### src/rtl/slpm_pkg.sv
package slpm_pkg;
  // Register byte offsets (APB, one aligned word each)
  localparam logic [7:0] MODE_CTRL_OFS = 8'h00;
  localparam logic [7:0] CFG_CTRL_OFS = 8'h04;
  localparam logic [7:0] WAKE_CTRL_OFS = 8'h08;
  localparam logic [7:0] WAKE_STAT_ONE_OFS = 8'h0C;
  localparam logic [7:0] WAKE_STAT_TWO_OFS = 8'h10;
  localparam logic [7:0] DEV_STATUS_OFS = 8'h14;
  localparam logic [7:0] CMD_OFS = 8'h18;

  // Mode field encoding in the mode control register
  localparam logic [1:0] MODE_REQ_NORMAL = 2'h0;
  localparam logic [1:0] MODE_REQ_SLEEP = 2'h1;
  localparam logic [1:0] MODE_REQ_STOP = 2'h2;

  // Device status field codes
  localparam logic [1:0] DEVST_NONE = 2'h0;
  localparam logic [1:0] DEVST_RESTART = 2'h1;
  localparam logic [1:0] DEVST_SLEEP = 2'h2;

  // Config register fields
  localparam int CFG_SUPPLY2_BIT = 0;
  localparam int CFG_SUPPLY3_BIT = 1;
  localparam int CFG_FOTEST_BIT = 2;
  localparam int CFG_MEAS_BIT = 3;
  localparam int CFG_CSENSE_TMR_BIT = 4;
  localparam int CFG_CWAKE_EN_BIT = 5;
  localparam int CFG_CWAKE_TMR_BIT = 6;
  localparam int CFG_CAN_LSB = 8;
  localparam int CFG_LIN_LSB = 10;
  localparam int CFG_HS_LSB = 12;
  localparam int CFG_CSENSE_LSB = 16;

  // Command register bits
  localparam int CMD_SOFT_RST_BIT = 0;
  localparam int CMD_WD_REFRESH_BIT = 1;

  // Transceiver modes
  localparam logic [1:0] XCVR_OFF = 2'h0;
  localparam logic [1:0] XCVR_WAKE = 2'h1;
  localparam logic [1:0] XCVR_RXONLY = 2'h2;
  localparam logic [1:0] XCVR_ON = 2'h3;

  // Reset delay time in microseconds and cycles at 200 MHz
  localparam int RESET_DELAY_US = 10;
  localparam int CLK_MHZ = 200;
  localparam int RESET_DELAY_CYC = RESET_DELAY_US * CLK_MHZ;

  typedef enum logic [2:0] {
    SLPM_INIT = 3'b000,
    SLPM_NORMAL = 3'b001,
    SLPM_STOP = 3'b010,
    SLPM_SLEEP = 3'b011,
    SLPM_RESTART = 3'b100
  } slpm_state_t;
endpackage : slpm_pkg

### src/rtl/slpm_mode_ctrl.sv
// Decided for this implementation: the register offsets and the APB register port.
`timescale 1ns/1ps
// Overview of operation
// [RULE1] Host's first command services watchdog; here it only leaves Init, no watchdog timer exists
// [RULE2] No undervoltage or fail at power-up
// [RULE3] Reset output low below reset threshold
// [RULE4] Wake in Normal/Stop: interrupt, no change
// [RULE5] Second supply, high-side default off
// [RULE6] From Init: supply3, CAN, LIN off
// [RULE7] From Restart third supply kept
// [RULE8] Fail outputs off, kept after failure
// [RULE9] Fail-output test bit drives fail outputs
// [RULE10] Cyclic sense/wake timer selection
// [RULE11] Stop filters writes, sets serial failure
// [RULE12] Stop keeps Normal settings, supply on
// [RULE13] Stop entry interrupts on pending wake
// [RULE14] Stop to Sleep goes to Restart
// [RULE15] Measurement select removes wake one, two
// [RULE16] Sleep: supply off, wake via Restart
// [RULE17] Sleep entry makes transceivers wake capable
// [RULE18] Sleep: watchdog off, cyclic wake off
// [RULE19] Sleep entry recorded in status field
// [RULE20] Sleep without wake sources goes Restart
// [RULE21] Pending wake flags force immediate wake
// [RULE22] Faulted switch stops cyclic sense
// [RULE23] Mode bits cleared through Restart
// [RULE24] Any command in Init goes Normal
// [RULE25] Restart holds reset low for delay
// [RULE26] Requests checked, state updated once
module slpm_mode_ctrl
  import slpm_pkg::*;
#(
  parameter int RESET_DELAY = RESET_DELAY_CYC,
  parameter int NUM_HS = 4,
  parameter int NUM_WAKE = 3
) (
  input wire logic pclk,
  input wire logic presetn,
  input wire logic psel,
  input wire logic penable,
  input wire logic pwrite,
  input wire logic [7:0] paddr,
  input wire logic [31:0] pwdata,
  output logic [31:0] prdata,
  output logic pready,
  output logic pslverr,
  input wire logic main_supply_below_reset_threshold,
  input wire logic battery_below_short_threshold,
  input wire logic failure_event,
  input wire logic can_wake,
  input wire logic lin_wake,
  input wire logic [NUM_WAKE-1:0] wake_inputs,
  input wire logic [NUM_HS-1:0] hs_fault,
  output logic main_supply_en,
  output logic second_supply_en,
  output logic third_supply_en,
  output logic [1:0] can_mode,
  output logic [1:0] lin_mode,
  output logic [NUM_HS-1:0] high_side_outputs,
  output logic [NUM_HS-1:0] cyclic_sense_en,
  output logic cyclic_sense_timer,
  output logic cyclic_wake_en,
  output logic cyclic_wake_timer,
  output logic watchdog_en,
  output logic fail_outputs,
  output logic reset_output_n,
  output logic int_n,
  output logic main_supply_undervoltage_flag,
  output logic [2:0] mode_state
);
  slpm_state_t state_q;
  logic [31:0] cfg_q;
  logic [1:0] mode_bits_q;
  logic [NUM_WAKE+1:0] wake_en_q;
  logic [NUM_WAKE+1:0] wake_stat_one_q;
  logic [NUM_HS-1:0] wake_stat_two_q;
  logic [1:0] devst_q;
  logic spi_fail_q;
  logic fail_latched_q;
  logic int_q;
  logic [31:0] rst_cnt_q;
  logic uv_q;
  logic wr_acc;
  logic rd_acc;
  logic stop_allowed;
  logic [NUM_WAKE+1:0] wake_hits;
  logic [NUM_WAKE+1:0] wake_eff_en;
  logic wake_any;
  logic wake_pending;
  logic [1:0] req_mode;
  logic mode_wr;
  logic power_up_quiet;

  assign wr_acc = psel && penable && pwrite;
  assign rd_acc = psel && penable && !pwrite;
  assign pready = 1'b1;
  assign pslverr = 1'b0;
  assign req_mode = pwdata[1:0];
  assign mode_wr = wr_acc && paddr == MODE_CTRL_OFS;
  assign power_up_quiet = main_supply_below_reset_threshold
    && battery_below_short_threshold; // [RULE2]

  // Wake sources; measurement use blocks wake inputs one and two
  always_comb begin
    wake_eff_en = wake_en_q;
    if (cfg_q[CFG_MEAS_BIT]) begin
      wake_eff_en[1:0] = 2'b00; // [RULE15]
    end
  end
  assign wake_hits = {can_wake, lin_wake, wake_inputs} & wake_eff_en;
  assign wake_any = |wake_hits;
  assign wake_pending = (|wake_stat_one_q) || (|wake_stat_two_q);

  // Writes allowed in Stop: mode change to Normal, commands, status clear
  always_comb begin
    stop_allowed = 1'b0;
    if (paddr == MODE_CTRL_OFS && req_mode == MODE_REQ_NORMAL) begin
      stop_allowed = 1'b1;
    end else if (paddr == CMD_OFS) begin
      stop_allowed = 1'b1;
    end else if (paddr == WAKE_STAT_ONE_OFS) begin
      stop_allowed = 1'b1;
    end else if (paddr == WAKE_STAT_TWO_OFS) begin
      stop_allowed = 1'b1;
    end else if (paddr == DEV_STATUS_OFS) begin
      stop_allowed = 1'b1;
    end
  end

  // Mode state machine
  always_ff @(posedge pclk or negedge presetn) begin
    if (!presetn) begin
      state_q <= SLPM_INIT;
      mode_bits_q <= MODE_REQ_NORMAL;
      rst_cnt_q <= '0;
    end else begin
      case (state_q)
        SLPM_INIT: begin
          if (psel && penable) begin
            state_q <= SLPM_NORMAL; // [RULE24]
          end else if (failure_event) begin
            state_q <= SLPM_RESTART;
          end
        end
        SLPM_NORMAL: begin
          if (failure_event) begin
            state_q <= SLPM_RESTART;
          end else if (mode_wr) begin // [RULE26]
            mode_bits_q <= req_mode;
            if (req_mode == MODE_REQ_STOP) begin
              state_q <= SLPM_STOP;
            end else if (req_mode == MODE_REQ_SLEEP) begin
              if (wake_eff_en == '0) begin
                state_q <= SLPM_RESTART; // [RULE20]
              end else if (wake_pending) begin
                state_q <= SLPM_RESTART; // [RULE21]
              end else begin
                state_q <= SLPM_SLEEP;
              end
            end
          end
        end
        SLPM_STOP: begin
          if (failure_event) begin
            state_q <= SLPM_RESTART;
          end else if (mode_wr && req_mode == MODE_REQ_SLEEP) begin
            state_q <= SLPM_RESTART; // [RULE14]
          end else if (mode_wr && req_mode == MODE_REQ_NORMAL) begin
            state_q <= SLPM_NORMAL;
            mode_bits_q <= MODE_REQ_NORMAL;
          end else if (wr_acc && paddr == CMD_OFS
                       && pwdata[CMD_SOFT_RST_BIT]) begin
            state_q <= SLPM_RESTART;
          end
        end
        SLPM_SLEEP: begin
          if (wake_any || wake_pending) begin
            state_q <= SLPM_RESTART; // [RULE16]
          end
        end
        default: begin
          mode_bits_q <= MODE_REQ_NORMAL; // [RULE23]
          if (main_supply_below_reset_threshold) begin
            rst_cnt_q <= '0;
          end else if (rst_cnt_q >= 32'(RESET_DELAY - 1)) begin
            rst_cnt_q <= '0;
            state_q <= SLPM_NORMAL; // [RULE25]
          end else begin
            rst_cnt_q <= rst_cnt_q + 32'h0000_0001;
          end
        end
      endcase
      if (state_q == SLPM_NORMAL && wr_acc && paddr == CMD_OFS
          && pwdata[CMD_SOFT_RST_BIT]) begin
        state_q <= SLPM_RESTART;
      end
    end
  end

  // Configuration; frozen outside Normal, cleared parts on Restart
  always_ff @(posedge pclk or negedge presetn) begin
    if (!presetn) begin
      cfg_q <= '0; // [RULE5] [RULE6]
      wake_en_q <= '1;
    end else if (state_q == SLPM_RESTART) begin
      cfg_q[CFG_SUPPLY2_BIT] <= 1'b0;
      cfg_q[CFG_HS_LSB +: NUM_HS] <= '0; // [RULE5]
      cfg_q[CFG_FOTEST_BIT] <= 1'b0;
      // Third supply bit untouched [RULE7]
      if (cfg_q[CFG_CAN_LSB +: 2] != XCVR_OFF) begin
        cfg_q[CFG_CAN_LSB +: 2] <= XCVR_WAKE; // [RULE6]
      end
      if (cfg_q[CFG_LIN_LSB +: 2] != XCVR_OFF) begin
        cfg_q[CFG_LIN_LSB +: 2] <= XCVR_WAKE;
      end
    end else if (mode_wr && req_mode == MODE_REQ_SLEEP
                 && state_q == SLPM_NORMAL) begin
      if (cfg_q[CFG_CAN_LSB +: 2] != XCVR_OFF) begin
        cfg_q[CFG_CAN_LSB +: 2] <= XCVR_WAKE; // [RULE17]
      end
      if (cfg_q[CFG_LIN_LSB +: 2] != XCVR_OFF) begin
        cfg_q[CFG_LIN_LSB +: 2] <= XCVR_WAKE;
      end
    end else if (state_q == SLPM_NORMAL && wr_acc) begin
      if (paddr == CFG_CTRL_OFS) begin
        cfg_q <= pwdata; // [RULE9] [RULE10]
      end else if (paddr == WAKE_CTRL_OFS) begin
        wake_en_q <= pwdata[NUM_WAKE+1:0];
      end
    end
  end

  // Wake flags: set wins over clear, write one to clear
  always_ff @(posedge pclk or negedge presetn) begin
    if (!presetn) begin
      wake_stat_one_q <= '0;
      wake_stat_two_q <= '0;
    end else begin
      if (state_q != SLPM_INIT) begin
        wake_stat_one_q <= (wake_stat_one_q
          & ~((wr_acc && paddr == WAKE_STAT_ONE_OFS)
              ? pwdata[NUM_WAKE+1:0] : '0)) | wake_hits;
      end
      wake_stat_two_q <= (wake_stat_two_q
        & ~((wr_acc && paddr == WAKE_STAT_TWO_OFS)
            ? pwdata[NUM_HS-1:0] : '0)) | hs_fault;
    end
  end

  // Serial failure and device status
  always_ff @(posedge pclk or negedge presetn) begin
    if (!presetn) begin
      spi_fail_q <= 1'b0;
      devst_q <= DEVST_NONE;
    end else begin
      if (state_q == SLPM_STOP && wr_acc && !stop_allowed) begin
        spi_fail_q <= 1'b1; // [RULE11]
      end else if (state_q == SLPM_STOP && mode_wr
                   && req_mode == MODE_REQ_SLEEP) begin
        spi_fail_q <= 1'b1; // [RULE14]
      end else if (state_q == SLPM_NORMAL && mode_wr
                   && req_mode == MODE_REQ_SLEEP
                   && wake_eff_en == '0) begin
        spi_fail_q <= 1'b1; // [RULE20]
      end else if (wr_acc && paddr == DEV_STATUS_OFS && pwdata[2]) begin
        spi_fail_q <= 1'b0;
      end
      if (state_q == SLPM_SLEEP) begin
        devst_q <= DEVST_SLEEP; // [RULE19]
      end else if (state_q == SLPM_RESTART && devst_q != DEVST_SLEEP) begin
        devst_q <= DEVST_RESTART;
      end else if (wr_acc && paddr == DEV_STATUS_OFS
                   && pwdata[1:0] != DEVST_NONE) begin
        devst_q <= DEVST_NONE;
      end
    end
  end

  // Fail latch, undervoltage flag, interrupt
  always_ff @(posedge pclk or negedge presetn) begin
    if (!presetn) begin
      fail_latched_q <= 1'b0; // [RULE8]
      uv_q <= 1'b0;
      int_q <= 1'b0;
    end else begin
      if (failure_event && !power_up_quiet) begin
        fail_latched_q <= 1'b1; // [RULE8]
      end
      if (main_supply_below_reset_threshold && !power_up_quiet) begin
        uv_q <= 1'b1; // [RULE2]
      end else if (wr_acc && paddr == DEV_STATUS_OFS && pwdata[3]) begin
        uv_q <= 1'b0;
      end
      if ((state_q == SLPM_NORMAL || state_q == SLPM_STOP) && wake_any) begin
        int_q <= 1'b1; // [RULE4]
      end else if (state_q == SLPM_NORMAL && mode_wr
                   && req_mode == MODE_REQ_STOP && wake_pending) begin
        int_q <= 1'b1; // [RULE13]
      end else if (rd_acc && paddr == WAKE_STAT_ONE_OFS) begin
        int_q <= 1'b0;
      end
    end
  end

  // Register read data
  always_ff @(posedge pclk or negedge presetn) begin
    if (!presetn) begin
      prdata <= '0;
    end else if (psel && !penable && !pwrite) begin
      if (paddr == MODE_CTRL_OFS) begin
        prdata <= {29'h0, state_q == SLPM_STOP, mode_bits_q};
      end else if (paddr == CFG_CTRL_OFS) begin
        prdata <= cfg_q;
      end else if (paddr == WAKE_CTRL_OFS) begin
        prdata <= 32'(wake_en_q);
      end else if (paddr == WAKE_STAT_ONE_OFS) begin
        prdata <= 32'(wake_stat_one_q);
      end else if (paddr == WAKE_STAT_TWO_OFS) begin
        prdata <= 32'(wake_stat_two_q);
      end else if (paddr == DEV_STATUS_OFS) begin
        prdata <= {28'h0, uv_q, spi_fail_q, devst_q};
      end else begin
        prdata <= '0;
      end
    end
  end

  // Outputs per mode; Stop keeps Normal settings, Sleep turns off supply, watchdog, cyclic wake [RULE12] [RULE18]
  assign main_supply_en = state_q != SLPM_SLEEP; // [RULE16]
  assign second_supply_en = cfg_q[CFG_SUPPLY2_BIT];
  assign third_supply_en = cfg_q[CFG_SUPPLY3_BIT];
  assign can_mode = cfg_q[CFG_CAN_LSB +: 2];
  assign lin_mode = cfg_q[CFG_LIN_LSB +: 2];
  assign high_side_outputs = cfg_q[CFG_HS_LSB +: NUM_HS];
  genvar g;
  generate
    for (g = 0; g < NUM_HS; g++) begin : g_cs
      // Faulted switch cannot sense
      assign cyclic_sense_en[g] = cfg_q[CFG_CSENSE_LSB + g]
        && !hs_fault[g]; // [RULE22]
    end
  endgenerate
  assign cyclic_sense_timer = cfg_q[CFG_CSENSE_TMR_BIT]; // [RULE10]
  assign cyclic_wake_en = cfg_q[CFG_CWAKE_EN_BIT]
    && state_q != SLPM_SLEEP; // [RULE18]
  assign cyclic_wake_timer = cfg_q[CFG_CWAKE_TMR_BIT];
  assign watchdog_en = state_q != SLPM_SLEEP;
  assign fail_outputs = fail_latched_q
    || (cfg_q[CFG_FOTEST_BIT] && state_q != SLPM_INIT); // [RULE9]
  assign reset_output_n = !main_supply_below_reset_threshold
    && state_q != SLPM_RESTART; // [RULE3] [RULE25]
  assign int_n = !int_q;
  assign main_supply_undervoltage_flag = uv_q;
  assign mode_state = state_q;

  property p_stop_sleep_restart;
    @(posedge pclk) disable iff (!presetn)
    (state_q == SLPM_STOP && mode_wr && req_mode == MODE_REQ_SLEEP)
      |=> state_q == SLPM_RESTART && spi_fail_q;
  endproperty
  a_stop_sleep_restart: assert property (p_stop_sleep_restart) // [RULE14]
    else $error("stop to sleep not refused");

  property p_reset_low;
    @(posedge pclk) disable iff (!presetn)
    main_supply_below_reset_threshold |-> !reset_output_n;
  endproperty
  a_reset_low: assert property (p_reset_low) // [RULE3]
    else $error("reset output high under threshold");

  property p_wake_int;
    @(posedge pclk) disable iff (!presetn)
    (state_q == SLPM_NORMAL && wake_any && !failure_event && !wr_acc)
      |=> !int_n && state_q == SLPM_NORMAL;
  endproperty
  a_wake_int: assert property (p_wake_int) // [RULE4]
    else $error("wake in normal mishandled");

  property p_init_any_cmd;
    @(posedge pclk) disable iff (!presetn)
    (state_q == SLPM_INIT && psel && penable) |=> state_q == SLPM_NORMAL;
  endproperty
  a_init_any_cmd: assert property (p_init_any_cmd) // [RULE24]
    else $error("init did not leave on command");

  property p_sleep_supply;
    @(posedge pclk) disable iff (!presetn)
    state_q == SLPM_SLEEP |-> !main_supply_en && !watchdog_en;
  endproperty
  a_sleep_supply: assert property (p_sleep_supply) // [RULE16]
    else $error("supply or watchdog on in sleep");

  property p_sleep_status;
    @(posedge pclk) disable iff (!presetn)
    state_q == SLPM_SLEEP |=> devst_q == DEVST_SLEEP;
  endproperty
  a_sleep_status: assert property (p_sleep_status) // [RULE19]
    else $error("sleep not recorded");

  property p_restart_clears;
    @(posedge pclk) disable iff (!presetn)
    state_q == SLPM_RESTART |=> mode_bits_q == MODE_REQ_NORMAL;
  endproperty
  a_restart_clears: assert property (p_restart_clears) // [RULE23]
    else $error("mode bits not cleared");

  property p_stop_filter;
    @(posedge pclk) disable iff (!presetn)
    (state_q == SLPM_STOP && wr_acc && !stop_allowed)
      |=> spi_fail_q && $stable(cfg_q);
  endproperty
  a_stop_filter: assert property (p_stop_filter) // [RULE11]
    else $error("stop write not filtered");
endmodule : slpm_mode_ctrl

### config.mk
export PLATFORM = sky130hd
export DESIGN_NAME = slpm_mode_ctrl
export DESIGN_NICKNAME = d
export VERILOG_FILES = /design/src/rtl/slpm_pkg.sv /design/src/rtl/slpm_mode_ctrl.sv
export SDC_FILE = /design/constraint.sdc
export NUM_CORES = 1
export LEC_CHECK = 0
export BUFFER_PORTS_ARGS = -buffer_cell sky130_fd_sc_hd__buf_2
export CAP_MARGIN = 20
export CORE_MARGIN = 1
export CORE_UTILIZATION = 55
export DETAILED_ROUTE_END_ITERATION = 10
export MAX_ROUTING_LAYER = met4
export PLACE_DENSITY = 0.8
export SYNTH_ARGS = -nofsm -noshare
export SYNTH_HDL_FRONTEND = slang
export SYNTH_SLANG_ARGS = --single-unit
### constraint.sdc
create_clock -name pclk -period 4.1 [get_ports pclk]
set_clock_uncertainty 0.15 [all_clocks]
set_input_delay 0.205 -clock pclk [delete_from_list [all_inputs] [get_ports pclk]]
set_output_delay 0.205 -clock pclk [all_outputs]
set_load 0.02 [all_outputs]
# ---- After elaboration in Yosys (flattened, before gate mapping)
# Index checks and enable logic that the tools add are counted.
dict set report totals {
  output_inout_bits 60
  reg_bits 121
  mem_count 0
  rom_bits 0
  mem_bits_rw 0
  latchBits 0
  elab_cells 201
}
dict set report classes {
  n_lt_le_gt_ge 1
  bitwise_logic 11
  muxes 61
  eq_ne 27
  n_reduce_logical 85
  n_mul 0
  add_sub_neg 1
  div_mod_pow 0
  n_shift 0
}
# cell count
set op_table {}
lappend op_table {{$mux W32} 4}
lappend op_table {{$mux W3} 17}
lappend op_table {{$logic_and A1 B1 Y1} 43}
lappend op_table {{$add A32 B1 Y32 const B} 1}
lappend op_table {{$ge A32 B11 Y1 const B} 1}
lappend op_table {{$mux W16} 2}
lappend op_table {{$eq A8 B5 Y1 const B} 3}
lappend op_table {{$mux W2} 11}
lappend op_table {{$mux W4} 5}
lappend op_table {{$eq A8 B4 Y1 const B} 2}
lappend op_table {{$mux W1} 16}
lappend op_table {{$mux W5} 3}
lappend op_table {{$reduce_bool A3 Y1} 5}
lappend op_table {{$ne A2 B2 Y1 const B} 6}
lappend op_table {{$pmux W3 S4} 1}
lappend op_table {{$reduce_bool A2 Y1} 6}
lappend op_table {{$and A5 B5 Y5} 2}
lappend op_table {{$logic_not A1 Y1} 10}
lappend op_table {{$reduce_or A5 Y1} 2}
lappend op_table {{$eq A8 B3 Y1 const B} 1}
lappend op_table {{$logic_not A8 Y1} 1}
lappend op_table {{$mux W8} 1}
lappend op_table {{$ne A4 B4 Y1 const B} 2}
lappend op_table {{$reduce_or A4 Y1} 2}
lappend op_table {{other kinds (31)} 39}

# ---- Logic depth before layout (Yosys ltp)
# Gate-level depths: netlist (run 1).
dict set report logic_depth {
  ltp_word 10
  mapped_depth 9
  ltp_nobuf 7
}

# ---- Worst setup path after synthesis (run 1)
# OpenSTA, ideal clock, no wires.
dict set report synth_path {
  kind {reg2reg}
  from {reg rst_cnt_q[0]}
  to {reg state_q[1] (netlist: mode_state[1])}
  stages_incl_launch_ff 9
  setup_slack_ns 1.925
  period_less_slack_ns 2.175
  t_arrival_ns 1.898
  path_cell_list {dfrtp_1 ha_1 nand3_1 a211oi_1 or3_1 clkbuf_1 nand2_1 nor4_1 mux2_1}
}
dict set report synth_via {
  elab_chain_len 3
}
# element line
set synth_rtl {}
lappend synth_rtl {{start, declared} slpm_mode_ctrl.sv:81} ;# logic [31:0] rst_cnt_q;
lappend synth_rtl {{start signal, assigned} slpm_mode_ctrl.sv:189} ;# rst_cnt_q <= rst_cnt_q + 32'h0000_0001;
lappend synth_rtl {{$ge A32 B11 Y1} slpm_mode_ctrl.sv:185} ;# end else if (rst_cnt_q >= 32'(RESET_DELAY - 1)) begin
lappend synth_rtl {{$reduce_bool A6 Y1 (no source line)} --}
lappend synth_rtl {{$reduce_and A7 Y1 (no source line)} --}
lappend synth_rtl {{end signal, assigned} slpm_mode_ctrl.sv:178} ;# state_q <= SLPM_RESTART;
lappend synth_rtl {{end signal, assigned} slpm_mode_ctrl.sv:187} ;# state_q <= SLPM_NORMAL;
lappend synth_rtl {{end signal, assigned} slpm_mode_ctrl.sv:195} ;# state_q <= SLPM_RESTART;
lappend synth_rtl {{end, declared} slpm_mode_ctrl.sv:71} ;# slpm_state_t state_q;
# No other way between the ends.
# A chain may end at the register's enable or synchronous reset.

# ---- Final worst setup path (run 1)
dict set report layout_path {
  from {reg state_q[2] (netlist: mode_state[2])}
  to {reg wake_stat_one_q[0]}
}
dict set report layout_via {
  elab_chain_len 1
}
# element line
set layout_rtl {}
lappend layout_rtl {{start signal, assigned} slpm_mode_ctrl.sv:133} ;# state_q <= SLPM_INIT;
lappend layout_rtl {{start signal, assigned} slpm_mode_ctrl.sv:140} ;# state_q <= SLPM_NORMAL;
lappend layout_rtl {{start signal, assigned} slpm_mode_ctrl.sv:142} ;# state_q <= SLPM_RESTART;
lappend layout_rtl {{$reduce_bool A3 Y1} slpm_mode_ctrl.sv:239} ;# if (state_q != SLPM_INIT) begin
lappend layout_rtl {{end signal, assigned} slpm_mode_ctrl.sv:240} ;# wake_stat_one_q <= (wake_stat_one_q
lappend layout_rtl {{end, declared} slpm_mode_ctrl.sv:75} ;# logic [NUM_WAKE+1:0] wake_stat_one_q;
# No other way between the ends.

==> results.rst, run 1 <==
.. list-table::
   :header-rows: 1

   * - Metric
     - Value
   * - Critical path launch point type
     - flip-flop
   * - Path depth of the worst reg2reg path
     - 6
   * - Routed vias
     - 5038
   * - Share of the synthesized area in the top cell type
     - 52.6%
   * - Number of instances in the synthesized netlist
     - 552
   * - Post-route fraction of the period consumed by the critical path
     - 70.7%
   * - I/O pin count
     - 117
   * - Detailed-placement wirelength estimate
     - 9630 um
   * - Hold Crit Endpoint
     - mode_state[2]$_DFFE_PN0P_
   * - First DRT Iteration DRCs
     - 292
   * - Pin count of the biggest net entering global routing
     - 79
   * - Minimum clock period
     - 2.90 ns
   * - Fraction of final layout cells with drive strength greater than 1
     - 24.8%
   * - Area of the placeable core
     - 9730 um^2
   * - Crit path largest cell delay
     - 0.73 ns
   * - # resized after CTS
     - 0
   * - Cells traversed along the worst timing path
     - nor3_1 > buf_4 > nor3_1 > nand2_1 > a32o_1 > dlygate4sd3_1
   * - Buffer depth of the longest clock path
     - 2
   * - Synth Warn #
     - 0
   * - Sequential area share after synthesis
     - 55.0%
   * - Maximum fanout along the worst path
     - 20
   * - Number of max-capacitance violations reported
     - 0
   * - Number of flip-flops and latches in the synthesized netlist
     - 121
   * - Buf+Inv Stages, Crit Path
     - 2
   * - Number of buffers created by CTS
     - 17
   * - Number of global-route vias before repair
     - 5037
   * - Hold path startpoint
     - failure_event
   * - DIE AREA
     - 10400 um^2
   * - Critical Path Slowest Stage Cell
     - sky130_fd_sc_hd__dfrtp_1
   * - Capturing element type of the critical path
     - flip-flop
   * - Initial antenna violation count
     - 0
   * - Net count, final
     - 770
   * - Worst slew margin relative to its limit
     - 35.4%
   * - Placement Rows
     - 36
   * - Max Clk Rate
     - 0.345 GHz
   * - Area growth syn-to-layout
     - 30.7%
   * - Flop2flop setup slack
     - 1.20 ns
   * - Top cells by area in the synthesized netlist
     - sky130_fd_sc_hd__dfrtp_1, sky130_fd_sc_hd__nand2_1, sky130_fd_sc_hd__a22o_1
   * - Inserted Diodes
     - 0
   * - First-pass GRT wire length
     - 25100 um
   * - Setup total negative slack
     - 0 ns
   * - Width of the die
     - 102 um
   * - GR Layer Usage met3
     - 8.69%
   * - Antenna-violating nets left
     - 0
   * - Gp weighted congestion
     - 0.918
   * - Outcome
     - completed
   * - CP Data Required Time
     - 4.35 ns
   * - Worst reg2reg startpoint
     - mode_state[2]$_DFFE_PN0P_
   * - Number of distinct standard cells referenced by the synthesized netlist
     - 59
   * - Port Buf Inserts
     - 114
   * - Net count after synthesis
     - 610
   * - Die boundary height
     - 102 um
   * - Post-layout util
     - 74.2%
   * - Transition time at the pin with the least slew margin
     - 0.967 ns
   * - Filler instances
     - 687
   * - Endpoint of the worst register-to-register path
     - wake_stat_one_q[0]$_DFFE_PN0N_
   * - Pre-Repair DR Iteration Count
     - 5
   * - Launch point of the worst path
     - mode_state[2]$_DFFE_PN0P_
   * - Met2 layer usage reported by global route
     - 53.9%
   * - Setup repair after global routing missed its margin
     - false
   * - Most Crowded Layer GR
     - met2
   * - Combined global-route utilization of all metal layers
     - 33.7%
   * - Delay-heaviest family, CP
     - simple AND/OR/NAND/NOR gates
   * - Htree depth
     - 4
   * - Clock insertion delay at the later pin of the skew report
     - 0.53 ns
   * - Clock slew at reported path FFs
     - 0.06 ns
   * - Total power density per cell area
     - 369 nW/um^2
   * - Clk sinks
     - 121
   * - Met1 layer usage reported by global route
     - 40.7%
   * - Leakage component of the power
     - 0.00352 uW
   * - Number of hold violations in the final report
     - 0
   * - Wire length per cell
     - 18.3 um
   * - Buffers inserted by post-CTS timing repair
     - 0
   * - Worst min path class
     - primary input to flip-flop
   * - Via density per instance
     - 5.87
   * - Most used DFF post-synth
     - sky130_fd_sc_hd__dfrtp_1
   * - DRC
     - 0
   * - Synthesized area
     - 5520 um^2
   * - Worst path most repeated cell
     - sky130_fd_sc_hd__nor3_1
   * - Master cell of the clock root buffer
     - sky130_fd_sc_hd__clkbuf_8
   * - Final setup violation count
     - 0
   * - Max rail drop VDD
     - 0.376 mV
   * - Yosys top cell by area
     - sky130_fd_sc_hd__dfrtp_1
   * - Synth async-reset ratio
     - 100%
   * - DRT Wirelength
     - 15700 um
   * - Initial standard-cell utilization of the core
     - 56.8%
   * - GRT Residual Overflow
     - 0
   * - Avg Inst Size Synth
     - 10.0 um^2
   * - TritonCTS clock tree
     - done
   * - Pins Over Slew Limit
     - 0
   * - Number of instances on the worst hold path
     - 4
   * - EDFF count, synth
     - 0
   * - Critical path arrival
     - 3.15 ns
   * - Start-to-end type of the worst setup path
     - flip-flop to flip-flop
==> placed cells by master (no fill, tap or decap), types with 4 or more instances in the layout <==
cell type / count
sky130_fd_sc_hd__nand2_1: 121
sky130_fd_sc_hd__dfrtp_1: 116
sky130_fd_sc_hd__buf_2: 113
sky130_fd_sc_hd__dlygate4sd3_1: 56
sky130_fd_sc_hd__a22o_1: 30
sky130_fd_sc_hd__nor2b_1: 25
sky130_fd_sc_hd__nor2_1: 22
sky130_fd_sc_hd__o21ai_0: 22
sky130_fd_sc_hd__a21oi_1: 19
sky130_fd_sc_hd__nand3_1: 17
sky130_fd_sc_hd__clkbuf_16: 16
sky130_fd_sc_hd__nor3_1: 11
sky130_fd_sc_hd__and3_1: 10
sky130_fd_sc_hd__a31oi_1: 10
sky130_fd_sc_hd__a21o_1: 8
sky130_fd_sc_hd__inv_1: 8
sky130_fd_sc_hd__nand2b_1: 7
sky130_fd_sc_hd__or3_1: 7
sky130_fd_sc_hd__buf_4: 7
sky130_fd_sc_hd__a22oi_1: 6
sky130_fd_sc_hd__clkinv_2: 6
sky130_fd_sc_hd__nand4_1: 5
sky130_fd_sc_hd__nor4_1: 5
sky130_fd_sc_hd__mux2_2: 5
sky130_fd_sc_hd__dfstp_2: 5
sky130_fd_sc_hd__a32o_1: 4
==> state kept, by name, summed over array words and instances, names as in the netlist, 2 cells and up <==
| signal | count |
|---|---|
| prdata | 32 |
| wake_stat_two_q | 4 |
| rst_cnt_q | 32 |
| wake_en_q | 5 |
| mode_bits_q | 2 |
| devst_q | 2 |
| wake_stat_one_q | 5 |
| cfg_q | 32 |
| mode_state | 3 |
==> through the flow <==
step	hold slack (ns)	cell area (um^2)	instances	power (uW)	setup slack, ns
after global routing	0.0520	7220	858	2760	1.10
after CTS	0.0424	7180	856	2660	1.25
after detailed placement	0.246	6120	769	1360	1.47
final	0.0604	7220	858	2660	1.20
after global placement	0.244	6100	768	1360	1.36
after floorplan	-0.241	5520	552	1280	1.92
==> synthesized netlist by cell type (2+ instances only) <==
library cell and count:
sky130_fd_sc_hd__a211oi_1 3, sky130_fd_sc_hd__a21o_1 8, sky130_fd_sc_hd__a21oi_1 19, sky130_fd_sc_hd__a221oi_1 2, sky130_fd_sc_hd__a22o_1 30, sky130_fd_sc_hd__a22oi_1 6, sky130_fd_sc_hd__a31oi_1 10, sky130_fd_sc_hd__a32o_1 4
sky130_fd_sc_hd__and3_1 10, sky130_fd_sc_hd__buf_2 9, sky130_fd_sc_hd__buf_4 12, sky130_fd_sc_hd__buf_6 2, sky130_fd_sc_hd__clkbuf_1 14, sky130_fd_sc_hd__conb_1 2, sky130_fd_sc_hd__dfrtp_1 116, sky130_fd_sc_hd__dfstp_2 5
sky130_fd_sc_hd__inv_1 8, sky130_fd_sc_hd__mux2_2 5, sky130_fd_sc_hd__nand2_1 121, sky130_fd_sc_hd__nand2b_1 7, sky130_fd_sc_hd__nand3_1 17, sky130_fd_sc_hd__nand3b_1 3, sky130_fd_sc_hd__nand4_1 5, sky130_fd_sc_hd__nand4b_1 2
sky130_fd_sc_hd__nor2_1 24, sky130_fd_sc_hd__nor2b_1 25, sky130_fd_sc_hd__nor3_1 11, sky130_fd_sc_hd__nor3_4 2, sky130_fd_sc_hd__nor4_1 5, sky130_fd_sc_hd__nor4_4 3, sky130_fd_sc_hd__o2111ai_1 2, sky130_fd_sc_hd__o21ai_0 22
sky130_fd_sc_hd__o22ai_1 3, sky130_fd_sc_hd__o31ai_1 3, sky130_fd_sc_hd__or3_1 7, sky130_fd_sc_hd__or3b_2 2
==> power by group <==
group	total, uW	leakage [uW]	switching, uW	internal (uW)
logic	160	0.00165	89.3	71.0
clock network	1280	0.000250	531	751
registers	1220	0.00162	13.8	1210
total	2660	0.00352	634	2030
==> layout make-up <==
cell class,instances,area [um^2],share of cell area (%)
Clock buffer,20,435,6.03
Clock inverter,12,78.8,1.09
Inverter,9,33.8,0.468
Multi-Input combinational cell,385,2250,31.1
Sequential cell,121,3030,42.0
Tap cell,133,166,2.31
Timing Repair Buffer,178,1220,16.9
==> cell families after synthesis <==
kind of cell	Yosys count	share of synthesized area, %
and+or+nand+nor	254	23.4
AOI/OAI and AO/OA	121	15.4
DFF	121	55.0
buffers and inverters	46	4.42
muxes	7	1.40
other	2	0.136
adders and majority gates	1	0.227
==> what timing repair did <==
item | 4_1_cts | 5_1_grt
endpoints found under the setup margin | 0 | 0
hold buffers | 55 | 1
hold endpoints to repair | 135 | 6
==> per-layer routing <==
metal  vias up  part of all wire (%)  wire length (um)
li1       2266                     -                 -
met1      2487                    40              6300
met2       241                    51              8000
met3        44                   6.6              1050
met4         0                   2.5               393
met5         -                     0                 0
==> worst max path at each step <==
stage | endpoint | depth (start not counted)
CTS | wake_stat_one_q[1]$_DFFE_PN0N_ | 6
global route | wake_stat_one_q[0]$_DFFE_PN0N_ | 6
floorplan | mode_state[1]$_DFFE_PN0P_ | 8
finish | wake_stat_one_q[0]$_DFFE_PN0N_ | 6
global placement | cfg_q[1]$_DFFE_PN0P_ | 6
detailed placement | rst_cnt_q[10]$_DFFE_PN0N_ | 6
==> tightest hold or removal path, stage by stage <==
cell                      delay [ns]
sky130_fd_sc_hd__buf_2          0.18
sky130_fd_sc_hd__o21ai_0        0.11
sky130_fd_sc_hd__nand4_1        0.09
sky130_fd_sc_hd__a21o_1         0.11
Note: power is estimated with default switching activity, not from simulation.
==> run 2, diff against run 1 <==
==> constraint.sdc (replaced) <==
create_clock -name pclk -period 3 [get_ports pclk]
set_clock_uncertainty 0.15 [all_clocks]
set_input_delay 0.15 -clock pclk [delete_from_list [all_inputs] [get_ports pclk]]
set_output_delay 0.15 -clock pclk [all_outputs]
set_load 0.02 [all_outputs]
==> run 2 against run 1 <==
Routed wire length grew 1.2%. Power increased by 41%. Cell area is 0.88% higher. Highest routed layer unchanged. Global-route usage is 0.35 points higher. Via count up 0.93%. Count of clock-buffer cells in the layout up 3. Clock power up 45%. Maximum frequency rose by 11%. Critical path depth stayed put. Setup slack got worse by 0.82 ns. Final cell count rose by 0.58%. Sequential share of layout area is 0.37 points lower. Critical endpoint is now rst_cnt_q[4]$_DFFE_PN0N_.
==> results.rst, run 2 (synthesis results as in run 1) <==
.. list-table::
   :header-rows: 1

   * - Metric
     - Value
   * - Outcome
     - completed
   * - Initial standard-cell utilization of the core
     - 56.8%
   * - Delay-heaviest family, CP
     - simple AND/OR/NAND/NOR gates
   * - Minimum clock period
     - 2.62 ns
   * - # resized after CTS
     - 0
   * - Total power density per cell area
     - 516 nW/um^2
   * - Wire length per cell
     - 18.5 um
   * - Path depth of the worst reg2reg path
     - 6
   * - DRC
     - 0
   * - Power share of the combinational group
     - 5.9%
   * - Net count, final
     - 776
   * - Max Clk Rate
     - 0.381 GHz
   * - Registers with the highest flip-flop counts
     - cfg_q x32, prdata x32, rst_cnt_q x32
   * - First-pass GRT wire length
     - 25500 um
   * - Post-route fraction of the period consumed by the critical path
     - 87.4%
   * - CP Data Required Time
     - 3.26 ns
   * - Critical path launch point type
     - flip-flop
   * - Pin count of the biggest net entering global routing
     - 66
   * - Port Buf Inserts
     - 114
   * - Final setup violation count
     - 0
   * - Relative contribution of the clock network to total power
     - 49.5%
   * - Antenna-violating nets left
     - 0
   * - Leakage component of the power
     - 0.00356 uW
   * - Transition time at the pin with the least slew margin
     - 0.751 ns
   * - Number of instances on the worst hold path
     - 5
   * - Buf+Inv Stages, Crit Path
     - 0
   * - Critical Path Slowest Stage Cell
     - sky130_fd_sc_hd__dfrtp_1
   * - Commonest non-fill, non-tap cells in the layout
     - sky130_fd_sc_hd__nand2_1, sky130_fd_sc_hd__dfrtp_1, sky130_fd_sc_hd__buf_2
   * - Htree depth
     - 4
   * - Detailed-placement wirelength estimate
     - 9490 um
   * - Routed vias
     - 5085
   * - Filler instances
     - 661
   * - Max rail drop VDD
     - 0.583 mV
   * - TritonCTS clock tree
     - done
   * - Clock slew at reported path FFs
     - 0.05 ns
   * - Buffers inserted by post-CTS timing repair
     - 0
   * - Combined global-route utilization of all metal layers
     - 34.0%
   * - Post-placement setup slack
     - 0.522 ns
   * - Crit path largest cell delay
     - 0.57 ns
   * - Area growth syn-to-layout
     - 31.9%
   * - DIE AREA
     - 10400 um^2
   * - Maximum fanout along the worst path
     - 14
   * - Cells traversed along the worst timing path
     - nor4b_1 > nand4_1 > or3_1 > nor2_2 > a21oi_1 > a31oi_1
   * - Inserted Diodes
     - 0
   * - Critical path arrival
     - 2.88 ns
   * - Placement Rows
     - 36
   * - Setup repair after global routing missed its margin
     - false
   * - Setup ws final
     - 0.379 ns
   * - Width of the die
     - 102 um
   * - DRT Wirelength
     - 15900 um
   * - Fraction of final layout cells with drive strength greater than 1
     - 24.7%
   * - Number of global-route vias before repair
     - 5241
   * - Clk sinks
     - 121
   * - Most common cell after layout, fill and taps aside
     - sky130_fd_sc_hd__nand2_1
   * - Via density per instance
     - 5.89
   * - Master cell of the clock root buffer
     - sky130_fd_sc_hd__clkbuf_8
   * - Hold buffer count at CTS
     - 60
   * - Clock insertion delay at the later pin of the skew report
     - 0.53 ns
   * - Capturing element type of the critical path
     - flip-flop
   * - Number of max-capacitance violations reported
     - 0
   * - Number of buffers created by CTS
     - 17
   * - Worst min path class
     - primary input to flip-flop
   * - Number of hold violations in the final report
     - 0
   * - Sequential share of power
     - 44.6%
   * - Buffer depth of the longest clock path
     - 2
   * - Switching part of the total
     - 22.8%
   * - Depth of the critical timing path with buffers and inverters included
     - 6
   * - Setup total negative slack
     - 0 ns
   * - Internal power consumption
     - 2900 uW
   * - Start-to-end type of the worst setup path
     - flip-flop to flip-flop
   * - Psw
     - 855 uW
   * - Pre-Repair DR Iteration Count
     - 5
   * - First DRT Iteration DRCs
     - 365
   * - Pins Over Slew Limit
     - 0
   * - Gp weighted congestion
     - 0.907
   * - I/O pin count
     - 117
   * - Initial antenna violation count
     - 0
   * - Area of the placeable core
     - 9730 um^2
   * - Worst slew margin relative to its limit
     - 49.9%
   * - Die boundary height
     - 102 um
   * - GRT Residual Overflow
     - 0
==> run 2: changes by cell type in the layout (fill, tap and decap cells not counted), moves of 2 or more <==
cell                            change
sky130_fd_sc_hd__clkinvlp_4         -2
sky130_fd_sc_hd__dlygate4sd3_1      +4
sky130_fd_sc_hd__clkinv_4           -2
sky130_fd_sc_hd__buf_4              +3
sky130_fd_sc_hd__clkbuf_8           +2
==> run 2: metal layers <==
metal  GRT usage (%)  vias up  share of wire [%]
met5               -        -                  0
met3            9.17       46                7.2
met4            15.7        0                2.6
met2            55.1      280                 51
li1                -     2273                  -
met1            39.6     2486                 40
==> run 2: through the flow <==
| step | instances | power [uW] | hold slack, ns | utilization, % | area (um^2) |
|---|---|---|---|---|---|
| 2_1_floorplan | 552 | 1760 | -0.296 | - | 5520 |
| 3_3_place_gp | 772 | 1850 | 0.106 | 63.1 | 6140 |
| 3_5_place_dp | 772 | 1860 | 0.112 | 63.1 | 6140 |
| 4_1_cts | 863 | 3760 | 0.0144 | 74.8 | 7280 |
| 5_1_grt | 863 | 3870 | 0.0868 | 74.8 | 7280 |
| 6_report | 863 | 3760 | 0.0573 | 74.8 | 7280 |
==> run 2: worst paths after layout <==
path | start | end | slack [ns]
worst max-delay path | mode_state[2]$_DFFE_PN0P_ | rst_cnt_q[4]$_DFFE_PN0N_ | 0.38
worst min-delay path | paddr[0] | devst_q[1]$_DFFE_PN0P_ | 0.06
worst max register to register | mode_state[2]$_DFFE_PN0P_ | rst_cnt_q[4]$_DFFE_PN0N_ | 0.38
worst min register to register | cfg_q[31]$_DFFE_PN0P_ | cfg_q[31]$_DFFE_PN0P_ | 0.32
max in group asynchronous | presetn | cfg_q[6]$_DFFE_PN0P_ | 1.81
min in group asynchronous | presetn | int_q$_DFFE_PN0P_ | 0.10
==> run 2: layout make-up <==
type	instances	area [um^2]	share of cell area, %
Timing Repair Buffer	184	1260	17.3
Sequential cell	121	3030	41.7
Clock buffer	23	467	6.41
Clock inverter	8	71.3	0.979
Inverter	9	33.8	0.464
Tap cell	133	166	2.29
Multi-Input combinational cell	385	2250	30.9
==> run 2: worst reg2reg max path: cells and delay by family, from the launching register on <==
| kind | cells | cell delay [ns] |
|---|---|---|
| and+or+nand+nor | 4 | 1.31 |
| DFF | 1 | 0.57 |
| AOI/OAI and AO/OA | 2 | 0.48 |
==> run 2: power groups by stage <==
stage | Clock [uW] | Sequential, uW | Combinational [uW]
6_report | 1860 | 1670 | 222
2_1_floorplan | 0 | 1690 | 61.9
3_3_place_gp | 0 | 1700 | 158
4_1_cts | 1870 | 1670 | 216
5_1_grt | 1950 | 1670 | 244
3_5_place_dp | 0 | 1700 | 164
